## config.mk

```make
export PLATFORM = sky130hd
export DESIGN_NAME = fsled_top
export DESIGN_NICKNAME = d
export VERILOG_FILES = /design/src/shared/fsled_pkg.sv /design/src/rtl/fsled_pattern.sv /design/src/rtl/fsled_top.sv
export SDC_FILE = /design/constraint.sdc
export NUM_CORES = 1
export LEC_CHECK = 0
export BUFFER_PORTS_ARGS = -buffer_cell sky130_fd_sc_hd__buf_2
export CORE_MARGIN = 5
export CORE_UTILIZATION = 61
export DETAILED_ROUTE_END_ITERATION = 7
export PLACE_DENSITY = 0.87
export SLEW_MARGIN = 10
export SYNTH_ARGS = -nofsm -noshare
export SYNTH_HDL_FRONTEND = slang
export SYNTH_SLANG_ARGS = --single-unit
```

## constraint.sdc

```tcl
create_clock -name sys_clk -period 3.6 [get_ports sys_clk]
set_input_delay 0.18 -clock sys_clk [delete_from_list [all_inputs] [get_ports sys_clk]]
set_output_delay 0.18 -clock sys_clk [all_outputs]
set_load 0.005 [all_outputs]
```

## src/shared/fsled_pkg.sv

```systemverilog
// fsled_pkg: constants, register layouts and enumerations of the status led driver.
// assumes a single 100 MHz system clock and a 32-bit ahb-lite register bus.
package fsled_pkg;

  // ==========================================================================
  // clock and timing
  // ==========================================================================
  localparam int unsigned CLK_HZ = 100_000_000;
  localparam int unsigned CYC_PER_MS = CLK_HZ / 1000;
  localparam int unsigned FLASH_ON_MS = 200;
  localparam int unsigned FLASH_GAP_MS = 200;
  localparam int unsigned LONG_OFF_MS = 1000;
  localparam int unsigned FLICKER_MS = 50;
  localparam real PREOP_BLINK_HZ = 2.5;
  localparam real LDR_IDLE_HZ = 1.0;
  localparam real LDR_BUSY_HZ = 6.0;
  localparam real CFG_BLINK_HZ = 2.5;

  // times round down to whole cycles, never below one cycle
  function automatic int unsigned ms_to_cyc(input int unsigned ms);
    int unsigned c;
    c = CYC_PER_MS * ms;
    return (c == 0) ? 1 : c;
  endfunction

  function automatic int unsigned hz_to_half_cyc(input real hz);
    int unsigned c;
    c = $rtoi(real'(CLK_HZ) / (2.0 * hz));
    return (c == 0) ? 1 : c;
  endfunction

  localparam int unsigned FLASH_ON_CYC = ms_to_cyc(FLASH_ON_MS);
  localparam int unsigned FLASH_GAP_CYC = ms_to_cyc(FLASH_GAP_MS);
  localparam int unsigned LONG_OFF_CYC = ms_to_cyc(LONG_OFF_MS);
  localparam int unsigned FLICKER_CYC = ms_to_cyc(FLICKER_MS);
  localparam int unsigned PREOP_HALF_CYC = hz_to_half_cyc(PREOP_BLINK_HZ);
  localparam int unsigned LDR_IDLE_HALF_CYC = hz_to_half_cyc(LDR_IDLE_HZ);
  localparam int unsigned LDR_BUSY_HALF_CYC = hz_to_half_cyc(LDR_BUSY_HZ);
  localparam int unsigned CFG_HALF_CYC = hz_to_half_cyc(CFG_BLINK_HZ);
  localparam int unsigned PAT_CNT_W = 27;

  // ==========================================================================
  // enumerations
  // ==========================================================================
  typedef enum logic [2:0] {
    pat_off, pat_on, pat_blink_preop, pat_blink_idle, pat_blink_busy, pat_flicker, pat_single, pat_double
  } fsled_pat_t;

  typedef enum logic [1:0] {al_init, al_preop, al_safeop, al_op} fsled_al_t;

  typedef enum logic [1:0] {ldr_off, ldr_idle, ldr_busy, ldr_rsvd} fsled_ldr_t;

  // ==========================================================================
  // register bus
  // ==========================================================================
  localparam int unsigned ADDR_W = 8;
  localparam logic [ADDR_W-1:0] REG_CTRL_OFS = 8'h00;
  localparam logic [ADDR_W-1:0] REG_ERR_OFS = 8'h04;
  localparam logic [ADDR_W-1:0] REG_FATAL_OFS = 8'h08;
  localparam logic [ADDR_W-1:0] REG_STAT_OFS = 8'h0c;
  localparam logic [1:0] WORD_ALIGN = 2'h0;
  localparam logic HRESP_OKAY = 1'h0;
  localparam logic [7:0] AL_CHANGE_CODE = 8'h01;
  localparam logic [15:0] FATAL_OBJ_INDEX = 16'h4000;
  localparam logic [15:0] FATAL_NONE = 16'h0000;

  typedef struct packed {
    logic [26:0] rsvd;
    fsled_ldr_t ldr;
    logic started;
    fsled_al_t al;
  } fsled_ctrl_reg_t;

  typedef struct packed {
    logic [20:0] rsvd;
    logic cfg_err;
    logic pdi_fail;
    logic wdog;
    logic [7:0] change;
  } fsled_err_reg_t;

  typedef struct packed {
    logic [15:0] obj;
    logic [15:0] cause;
  } fsled_fatal_reg_t;

  typedef struct packed {
    logic [21:0] rsvd;
    logic fatal;
    logic [1:0] traffic;
    logic [1:0] link;
    logic err_led;
    logic run_red;
    logic run_green;
    logic [1:0] la_led;
  } fsled_stat_reg_t;

endpackage

```

## src/rtl/fsled_pattern.sv

```systemverilog
// fsled_pattern: one led pattern generator with two colour outputs.
// assumes the selected pattern and hue come from logic on the same clock.
`timescale 1ns/1ps
module fsled_pattern import fsled_pkg::*; #(
  parameter int unsigned CNT_W = PAT_CNT_W,
  parameter int unsigned FLASH_CYC = FLASH_ON_CYC,
  parameter int unsigned GAP_CYC = FLASH_GAP_CYC,
  parameter int unsigned LONG_CYC = LONG_OFF_CYC,
  parameter int unsigned FLICK_CYC = FLICKER_CYC,
  parameter int unsigned PREOP_CYC = PREOP_HALF_CYC,
  parameter int unsigned IDLE_CYC = LDR_IDLE_HALF_CYC,
  parameter int unsigned BUSY_CYC = LDR_BUSY_HALF_CYC
) (
  // clock and reset
  input wire logic sys_clk,
  input wire logic rstn,
  // pattern request
  input wire fsled_pat_t pat_sel,
  input wire logic hue,
  // led drive: a when hue low, b when hue high
  output logic led_a,
  output logic led_b
);

  typedef struct packed {
    logic lit;
    logic last;
    logic [CNT_W-1:0] len;
  } fsled_phase_t;

  typedef struct packed {
    fsled_pat_t pat;
    logic hue;
    logic [1:0] phase;
    logic [CNT_W-1:0] cnt;
    logic led_a;
    logic led_b;
  } fsled_pst_t;

  fsled_pst_t q, d;

  // ==========================================================================
  // phase table
  // ==========================================================================
  function automatic fsled_phase_t phase_info(input fsled_pat_t p, input logic [1:0] ph);
    fsled_phase_t r;
    r = '{lit: 1'b0, last: 1'b1, len: CNT_W'(1)};
    unique case (p)
      pat_off: r.lit = 1'b0;
      pat_on: r.lit = 1'b1;
      pat_blink_preop: r = '{lit: ~ph[0], last: ph[0], len: CNT_W'(PREOP_CYC)};
      pat_blink_idle: r = '{lit: ~ph[0], last: ph[0], len: CNT_W'(IDLE_CYC)};
      pat_blink_busy: r = '{lit: ~ph[0], last: ph[0], len: CNT_W'(BUSY_CYC)};
      pat_flicker: r = '{lit: ~ph[0], last: ph[0], len: CNT_W'(FLICK_CYC)};
      pat_single: r = '{lit: ~ph[0], last: ph[0], len: ph[0] ? CNT_W'(LONG_CYC) : CNT_W'(FLASH_CYC)};
      pat_double: begin
        r.lit = ~ph[0];
        r.last = (ph == 2'h3);
        r.len = (ph == 2'h3) ? CNT_W'(LONG_CYC) : (ph == 2'h1) ? CNT_W'(GAP_CYC) : CNT_W'(FLASH_CYC);
      end
    endcase
    return r;
  endfunction

  // ==========================================================================
  // sequencer
  // ==========================================================================
  always_comb begin
    fsled_phase_t cur;
    fsled_phase_t nxt;
    d = q;
    cur = phase_info(q.pat, q.phase);
    if (pat_sel != q.pat || hue != q.hue) begin
      d.pat = pat_sel;
      d.hue = hue;
      d.phase = 2'h0;
      d.cnt = '0;
    end else if (q.cnt >= cur.len - CNT_W'(1)) begin
      d.cnt = '0;
      d.phase = cur.last ? 2'h0 : q.phase + 2'h1;
    end else begin
      d.cnt = q.cnt + CNT_W'(1);
    end
    nxt = phase_info(d.pat, d.phase);
    d.led_a = nxt.lit & ~d.hue;
    d.led_b = nxt.lit & d.hue;
  end

  always_ff @(posedge sys_clk) begin
    if (!rstn) begin
      q <= '{pat: pat_off, hue: 1'b0, phase: 2'h0, cnt: '0, led_a: 1'b0, led_b: 1'b0};
    end else begin
      q <= d;
    end
  end

  assign led_a = q.led_a;
  assign led_b = q.led_b;

endmodule // fsled_pattern

```

## src/rtl/fsled_top.sv

```systemverilog
// fsled_top: status indicator logic of a fieldbus slave card, with ahb-lite registers.
// assumes link and traffic pins are asynchronous; the bus runs on sys_clk; one slave.
//
// Contract
// - link/activity led off without physical link or before controller start
// - link/activity led steady green with link but no frame traffic
// - link/activity led flickers green while frames move on the port
// - run led dark in the init state
// - run led blinks green at about 2.5 Hz in pre-operational
// - run led single green flash, 200 ms on, 1000 ms off, in safe-operational
// - run led steady green in operational
// - firmware loader blinks run led red, 1 Hz idle, 6 Hz busy
// - error led off when nothing is wrong
// - status change code 0x01 gives red single flash, 200 ms on, 1000 ms off
// - watchdog timeout gives red double flash, 200/200/200 ms, then 1000 ms off
// - error led steady red when the process data interface failed
// - fatal event lights error led steadily and records its cause
// - firmware loader also blinks error led red, 1 Hz idle, 6 Hz busy
//
// The implementer's own choices: the address map and the AHB-Lite slave port.
`timescale 1ns/1ps
module fsled_top import fsled_pkg::*; #(
  parameter int unsigned CNT_W = PAT_CNT_W,
  parameter int unsigned FLASH_CYC = FLASH_ON_CYC,
  parameter int unsigned GAP_CYC = FLASH_GAP_CYC,
  parameter int unsigned LONG_CYC = LONG_OFF_CYC,
  parameter int unsigned FLICK_CYC = FLICKER_CYC,
  parameter int unsigned PREOP_CYC = PREOP_HALF_CYC,
  parameter int unsigned IDLE_CYC = LDR_IDLE_HALF_CYC,
  parameter int unsigned BUSY_CYC = LDR_BUSY_HALF_CYC,
  parameter int unsigned CFG_CYC = CFG_HALF_CYC,
  parameter int unsigned NPORT = 2
) (
  // clock and reset
  input wire logic sys_clk,
  input wire logic rstn,
  // ahb-lite slave
  input wire logic hsel,
  input wire logic [ADDR_W-1:0] haddr,
  input wire logic [1:0] htrans,
  input wire logic hwrite,
  input wire logic [2:0] hsize,
  input wire logic [31:0] hwdata,
  input wire logic hready,
  output logic hreadyout,
  output logic [31:0] hrdata,
  output logic hresp,
  // physical port state, asynchronous
  input wire logic [NPORT-1:0] link_up,
  input wire logic [NPORT-1:0] traffic,
  // status leds
  output logic [NPORT-1:0] la_led,
  output logic run_green,
  output logic run_red,
  output logic err_led
);

  // ==========================================================================
  // state
  // ==========================================================================
  typedef struct packed {
    logic [NPORT-1:0] link_s1;
    logic [NPORT-1:0] link_s2;
    logic [NPORT-1:0] trf_s1;
    logic [NPORT-1:0] trf_s2;
    fsled_ctrl_reg_t ctrl;
    fsled_err_reg_t err;
    logic fatal;
    logic [15:0] fatal_cause;
    logic dp_wr;
    logic [ADDR_W-1:0] dp_addr;
    logic [31:0] rdata;
  } fsled_state_t;

  fsled_state_t q, d;

  fsled_pat_t la_pat [NPORT];
  fsled_pat_t run_pat;
  fsled_pat_t err_pat;
  logic run_hue;
  logic err_lit;
  logic [NPORT-1:0] la_lit;

  // ==========================================================================
  // pattern selection
  // ==========================================================================
  function automatic fsled_pat_t link_pattern(input logic started, input logic link, input logic busy);
    fsled_pat_t p;
    if (!started || !link) begin
      p = pat_off;
    end else if (busy) begin
      p = pat_flicker;
    end else begin
      p = pat_on;
    end
    return p;
  endfunction

  function automatic fsled_pat_t loader_pattern(input fsled_ldr_t m);
    return (m == ldr_idle) ? pat_blink_idle : pat_blink_busy;
  endfunction

  function automatic logic loader_active(input fsled_ldr_t m);
    return m != ldr_off;
  endfunction

  always_comb begin
    for (int i = 0; i < NPORT; i++) begin
      la_pat[i] = link_pattern(q.ctrl.started, q.link_s2[i], q.trf_s2[i]);
    end
  end

  // run led: loader owns it in red, otherwise it follows the slave state in green
  always_comb begin
    run_hue = 1'b0;
    if (loader_active(q.ctrl.ldr)) begin
      run_pat = loader_pattern(q.ctrl.ldr);
      run_hue = 1'b1;
    end else begin
      unique case (q.ctrl.al)
        al_init: run_pat = pat_off;
        al_preop: run_pat = pat_blink_preop;
        al_safeop: run_pat = pat_single;
        al_op: run_pat = pat_on;
      endcase
    end
  end

  // error led: the most severe present condition decides
  always_comb begin
    if (q.err.pdi_fail) begin
      err_pat = pat_on;
    end else if (q.fatal) begin
      err_pat = pat_on;
    end else if (q.err.wdog) begin
      err_pat = pat_double;
    end else if (q.err.change == AL_CHANGE_CODE) begin
      err_pat = pat_single;
    end else if (loader_active(q.ctrl.ldr)) begin
      err_pat = loader_pattern(q.ctrl.ldr);
    end else if (q.err.cfg_err) begin
      err_pat = pat_blink_preop;
    end else begin
      err_pat = pat_off;
    end
  end

  // ==========================================================================
  // register file and bus
  // ==========================================================================
  function automatic logic [31:0] read_reg(input fsled_state_t s, input logic [ADDR_W-1:0] a,
                                           input fsled_stat_reg_t st);
    fsled_fatal_reg_t f;
    logic [31:0] r;
    f = '{obj: FATAL_OBJ_INDEX, cause: s.fatal_cause};
    unique case (a)
      REG_CTRL_OFS: r = s.ctrl;
      REG_ERR_OFS: r = s.err;
      REG_FATAL_OFS: r = f;
      REG_STAT_OFS: r = st;
      default: r = '0;
    endcase
    return r;
  endfunction

  always_comb begin
    fsled_stat_reg_t st;
    fsled_fatal_reg_t wf;
    logic take;
    d = q;
    st = '0;
    wf = hwdata;
    take = 1'b0;
    // two-stage synchronisers on the port pins
    d.link_s1 = link_up;
    d.link_s2 = q.link_s1;
    d.trf_s1 = traffic;
    d.trf_s2 = q.trf_s1;
    // data phase of a write
    if (q.dp_wr) begin
      unique case (q.dp_addr)
        REG_CTRL_OFS: begin
          d.ctrl = hwdata;
          d.ctrl.rsvd = '0;
        end
        REG_ERR_OFS: begin
          d.err = hwdata;
          d.err.rsvd = '0;
        end
        REG_FATAL_OFS: begin
          if (!q.fatal && wf.cause != FATAL_NONE) begin
            d.fatal = 1'b1;
            d.fatal_cause = wf.cause;
          end
        end
        default: ;
      endcase
    end
    // address phase: latch writes, read from the updated copy
    take = hsel && hready && htrans[1];
    d.dp_wr = take && hwrite && (haddr[1:0] == WORD_ALIGN);
    d.dp_addr = haddr;
    st.fatal = q.fatal;
    st.traffic = q.trf_s2;
    st.link = q.link_s2;
    st.err_led = err_lit;
    st.run_red = run_red;
    st.run_green = run_green;
    st.la_led = la_lit;
    if (take && !hwrite) begin
      d.rdata = read_reg(d, haddr, st);
    end
  end

  always_ff @(posedge sys_clk) begin
    if (!rstn) begin
      q <= '0;
    end else begin
      q <= d;
    end
  end

  assign hreadyout = 1'b1;
  assign hresp = HRESP_OKAY;
  assign hrdata = q.rdata;

  // ==========================================================================
  // led generators
  // ==========================================================================
  for (genvar i = 0; i < NPORT; i++) begin : g_la
    fsled_pattern #(
      .CNT_W(CNT_W), .FLASH_CYC(FLASH_CYC), .GAP_CYC(GAP_CYC), .LONG_CYC(LONG_CYC),
      .FLICK_CYC(FLICK_CYC), .PREOP_CYC(PREOP_CYC), .IDLE_CYC(IDLE_CYC), .BUSY_CYC(BUSY_CYC)
    ) u_la (
      .sys_clk(sys_clk),
      .rstn(rstn),
      .pat_sel(la_pat[i]),
      .hue(1'b0),
      .led_a(la_lit[i]),
      .led_b()
    );
  end

  fsled_pattern #(
    .CNT_W(CNT_W), .FLASH_CYC(FLASH_CYC), .GAP_CYC(GAP_CYC), .LONG_CYC(LONG_CYC),
    .FLICK_CYC(FLICK_CYC), .PREOP_CYC(PREOP_CYC), .IDLE_CYC(IDLE_CYC), .BUSY_CYC(BUSY_CYC)
  ) u_run (
    .sys_clk(sys_clk),
    .rstn(rstn),
    .pat_sel(run_pat),
    .hue(run_hue),
    .led_a(run_green),
    .led_b(run_red)
  );

  // the error led reuses the pre-operational slot, timed by CFG_CYC, for its even blink
  fsled_pattern #(
    .CNT_W(CNT_W), .FLASH_CYC(FLASH_CYC), .GAP_CYC(GAP_CYC), .LONG_CYC(LONG_CYC),
    .FLICK_CYC(FLICK_CYC), .PREOP_CYC(CFG_CYC), .IDLE_CYC(IDLE_CYC), .BUSY_CYC(BUSY_CYC)
  ) u_err (
    .sys_clk(sys_clk),
    .rstn(rstn),
    .pat_sel(err_pat),
    .hue(1'b0),
    .led_a(err_lit),
    .led_b()
  );

  assign la_led = la_lit;
  assign err_led = err_lit;

endmodule // fsled_top

```

==> qor.csv <==
metric,value,unit
Critical path buffers and inverters,2,
TritonCTS Sinks,267,
Tightest Hold Check Type,in -> reg,
"Warnings, synthesis",0,
post-synthesis sequential area ratio,0.391,
Hold Path Origin,hwdata[0],
Area Growth Syn to Fin,12.5,%
first drt pass iteration count,5,
Period minus WS final,3480,ps
final setup vio count,0,
layout cells sized above 1,0.102,
cts bufs inserted,28,
DIE HEIGHT,160,microns
pwr dens,416,mW/mm^2
Max IR drop VDD,0.000460,V
critical path arrival,3950,ps
syn avg cell area,8.62,sq um
kind of critical path,reg -> reg,
antenna violations before repair,1,
DIE AREA,0.0255,sq mm
"Cell Area, Synth",0.0137,sq mm
internal power,0.00505,W
initial core utilization,0.623,
GPL Wtd Cong,0.896,
"Distinct cells, synth",68,
GR Util All Layers,0.238,
most frequent cells after synthesis,"dfxtp_1, nor2_1, ha_1",
predominant post-synthesis flop cell,dfxtp_1,
Seq pwr share,0.466,
final setup TNS,0,ps
Vias/cell,5.88,
crit-path max FO,9,
r2r startpoint,u_run.q[33],
largest stage delay on the critical path,500,ps
clock power share,0.505,
r2r setup slk,120,ps
Final Hold Fails,0,
CTS tree,built,
number of global-route vias before repair,11254,
most frequent cell after synthesis,dfxtp_1,
Switching Fraction,0.210,
H-tree depth,1,
"CTS clk-pin slew, worst paths",60,ps
Pleak,6.44,nW
Synth area leaders,"dfxtp_1, ha_1, nor2_1, xor2_1, a21oi_1",
Vias,11429,
post-CTS setup buffers,0,
Reg2Reg Depth,12,
drc violations,0,
Final ANT Viol Nets,0,
antenna cells,0,
1st-iter DRT viols,924,
Setup crit start kind,flop,
Synth top area share,0.391,
Post-Synth XOR/XNOR Area,0.0673,
Post-Place Cell Area,0.0140,sq mm
Synth Register Bits,267,
Comb pwr share,0.029,
Worst Skew,22.9,ps
register area,0.00535,sq mm
area of the multi-input gates,0.00759,sq mm
Post-Synth Adder-Cell Area,0.109,
Most Frequent Cell on Critical Path,inv_1,
Tcrit/Tclk final,0.967,
Die W,160,microns
Final Util,0.701,
Fillers,1527,
Rows,54,
status,"complete, no violations",
CP required,4070,ps
largest net degree at the start of global routing,57,
post-DP HPWL,21.6,mm
Top delay family on crit path,simple AND/OR/NAND/NOR gates,
largest family of logic cells by synthesized area,simple AND/OR/NAND/NOR gates,
GRT overflow,0,
Synth Area in Compound Gates,0.116,
Synth Instances,1585,
Rel. slew slack,0.439,
fmax,287,MHz
post-DR wirelength/cell,16.5,microns
max cap viols,0,
top-level I/O count,93,
"EDFF count, synth",0,
worst hold path cell count,3,
Synth Area in Simple Gates,0.228,
post-synthesis mux area share,0.0279,
Core Area,0.0220,sq mm
Pins Over Slew Limit,0,
CTS root buf,clkbuf_16,
cell taking the most area after synthesis,dfxtp_1,
NetSw,0.00135,W
"Net count, final",1813,
global-route wire length before repair,52.6,mm
"Cell Chain, Critical Path","inv_1, nor2_2, inv_1, and3_1, ha_1, a21oi_1, o21ai_0, a222oi_1, or3b_1, a31oi_4, nand3_2, nor2_1",
Max Root-Sink Buffers,3,
Post-Layout Inst Area,0.0154,sq mm
"FFs w/ async S/R, synth",0,
Worst-Skew Late Latency,560,ps
WHS Endpoint,q[90],
FF-to-FF End,u_run.q[27],
unrepaired setup endpoints after global routing,true,
IO buf count,70,
Worst Setup End Kind,flop,
total detailed-routing wirelength,32.1,mm
Slew @ Worst Pin,839,ps
"Slowest-stage cell, CP",dfxtp_1,
[power groups by stage]
stage	clock, W	combinational, W	sequential (W)
after detailed placement	0	0.000151	0.00305
after CTS	0.00327	0.000177	0.00298
after floorplan	0	0.0000960	0.00304
after global routing	0.00340	0.000200	0.00298
after global placement	0	0.000145	0.00305
final	0.00323	0.000184	0.00298
[what timing repair did]
| action | CTS | global route |
|---|---|---|
| setup endpoints to repair | 0 | 62 |
| endpoints found under the hold margin | 41 | 0 |
| resized for setup | 0 | 8 |
| hold buffers | 28 | 0 |
[placed cells by master, fill, tap and decap left out, types with 13 or more instances in the layout]
| cell type | netlist | layout |
|---|---|---|
| dfxtp_1 | 267 | 266 |
| nor2_1 | 259 | 258 |
| ha_1 | 118 | 118 |
| nand2_1 | 96 | 96 |
| a21oi_1 | 90 | 90 |
| buf_2 | 9 | 70 |
| xor2_1 | 61 | 61 |
| inv_1 | 56 | 56 |
| nand3_1 | 55 | 55 |
| and2_1 | 53 | 53 |
| and3_1 | 49 | 49 |
| o21ai_0 | 48 | 48 |
| xnor2_1 | 44 | 44 |
| mux2i_1 | 37 | 36 |
| nand4_1 | 35 | 35 |
| nor3_1 | 28 | 28 |
| clkbuf_16 | 0 | 28 |
| dlygate4sd3_1 | 0 | 28 |
| buf_4 | 36 | 26 |
| a22oi_1 | 21 | 21 |
| a22o_1 | 15 | 15 |
| nor2b_1 | 15 | 14 |
| a21o_1 | 13 | 13 |
[logic make-up (layout without fill, tap and decap cells)]
group                    Yosys count  after routing
AO/OA/AOI/OAI                    248            248
XOR/XNOR                         105            105
adder cells (fa/ha/maj)          120            120
buffers and inverters            162            233
flip-flops                       267            267
multiplexers                      38             38
other                              2              7
AND/OR/NAND/NOR                  643            645
[flip-flops by register name, summed over array words and instances, names as in the netlist]
register and count:
q 94, g_la.u_la.q 66, u_err.q 33, u_run.q 33, hrdata 32, d 4, g_la.u_la.led_a 2, u_err.led_a 1
u_run.led_a 1, u_run.led_b 1
[how the worst max path moves through the flow]
| stage | from | to | slack, ps | cells past startpoint |
|---|---|---|---|---|
| floorplan | u_run.q[32] | u_run.led_b | 430 | 14 |
| detailed placement | u_run.q[32] | u_run.q[4] | 80 | 12 |
| CTS | u_run.q[32] | u_run.q[23] | 20 | 12 |
| finish | u_run.q[33] | u_run.q[27] | 120 | 12 |
| global placement | u_run.q[32] | u_run.q[7] | 280 | 12 |
| global route | u_run.q[29] | u_run.q[29] | -30 | 14 |
[layer usage]
layer | routed length (microns) | vias to the layer above | global-route usage
li1 | - | 5588 | -
met1 | 13400 | 5328 | 0.288
met4 | 1230 | 0 | 0.0939
met2 | 15500 | 412 | 0.423
met3 | 2010 | 101 | 0.0389
met5 | 0 | - | 0
[through the flow]
stage | total power, W | setup WS, ps | cells | hold slack, ps
floorplan | 0.00314 | 432 | 1590 | 256
global placement | 0.00319 | 276 | 1861 | 374
detailed placement | 0.00320 | 83.4 | 1861 | 377
CTS | 0.00643 | 18.0 | 1941 | 8.83
global route | 0.00658 | -26.0 | 1943 | 40.1
finish | 0.00640 | 120 | 1943 | 48.1
[tightest hold or removal path: stages]
cell and delay (ps):
buf_2 160, mux2i_1 130, nor2_1 100
[area by class of cell]
class	count	area share
repair buffers	124	0.0537
clock buffers	35	0.0492
multi-input cells	1163	0.493
well taps	280	0.0228
inverters	57	0.0139
flip-flops and latches	267	0.348
clock inverters	17	0.0196
(Power assumes the default switching activity.)
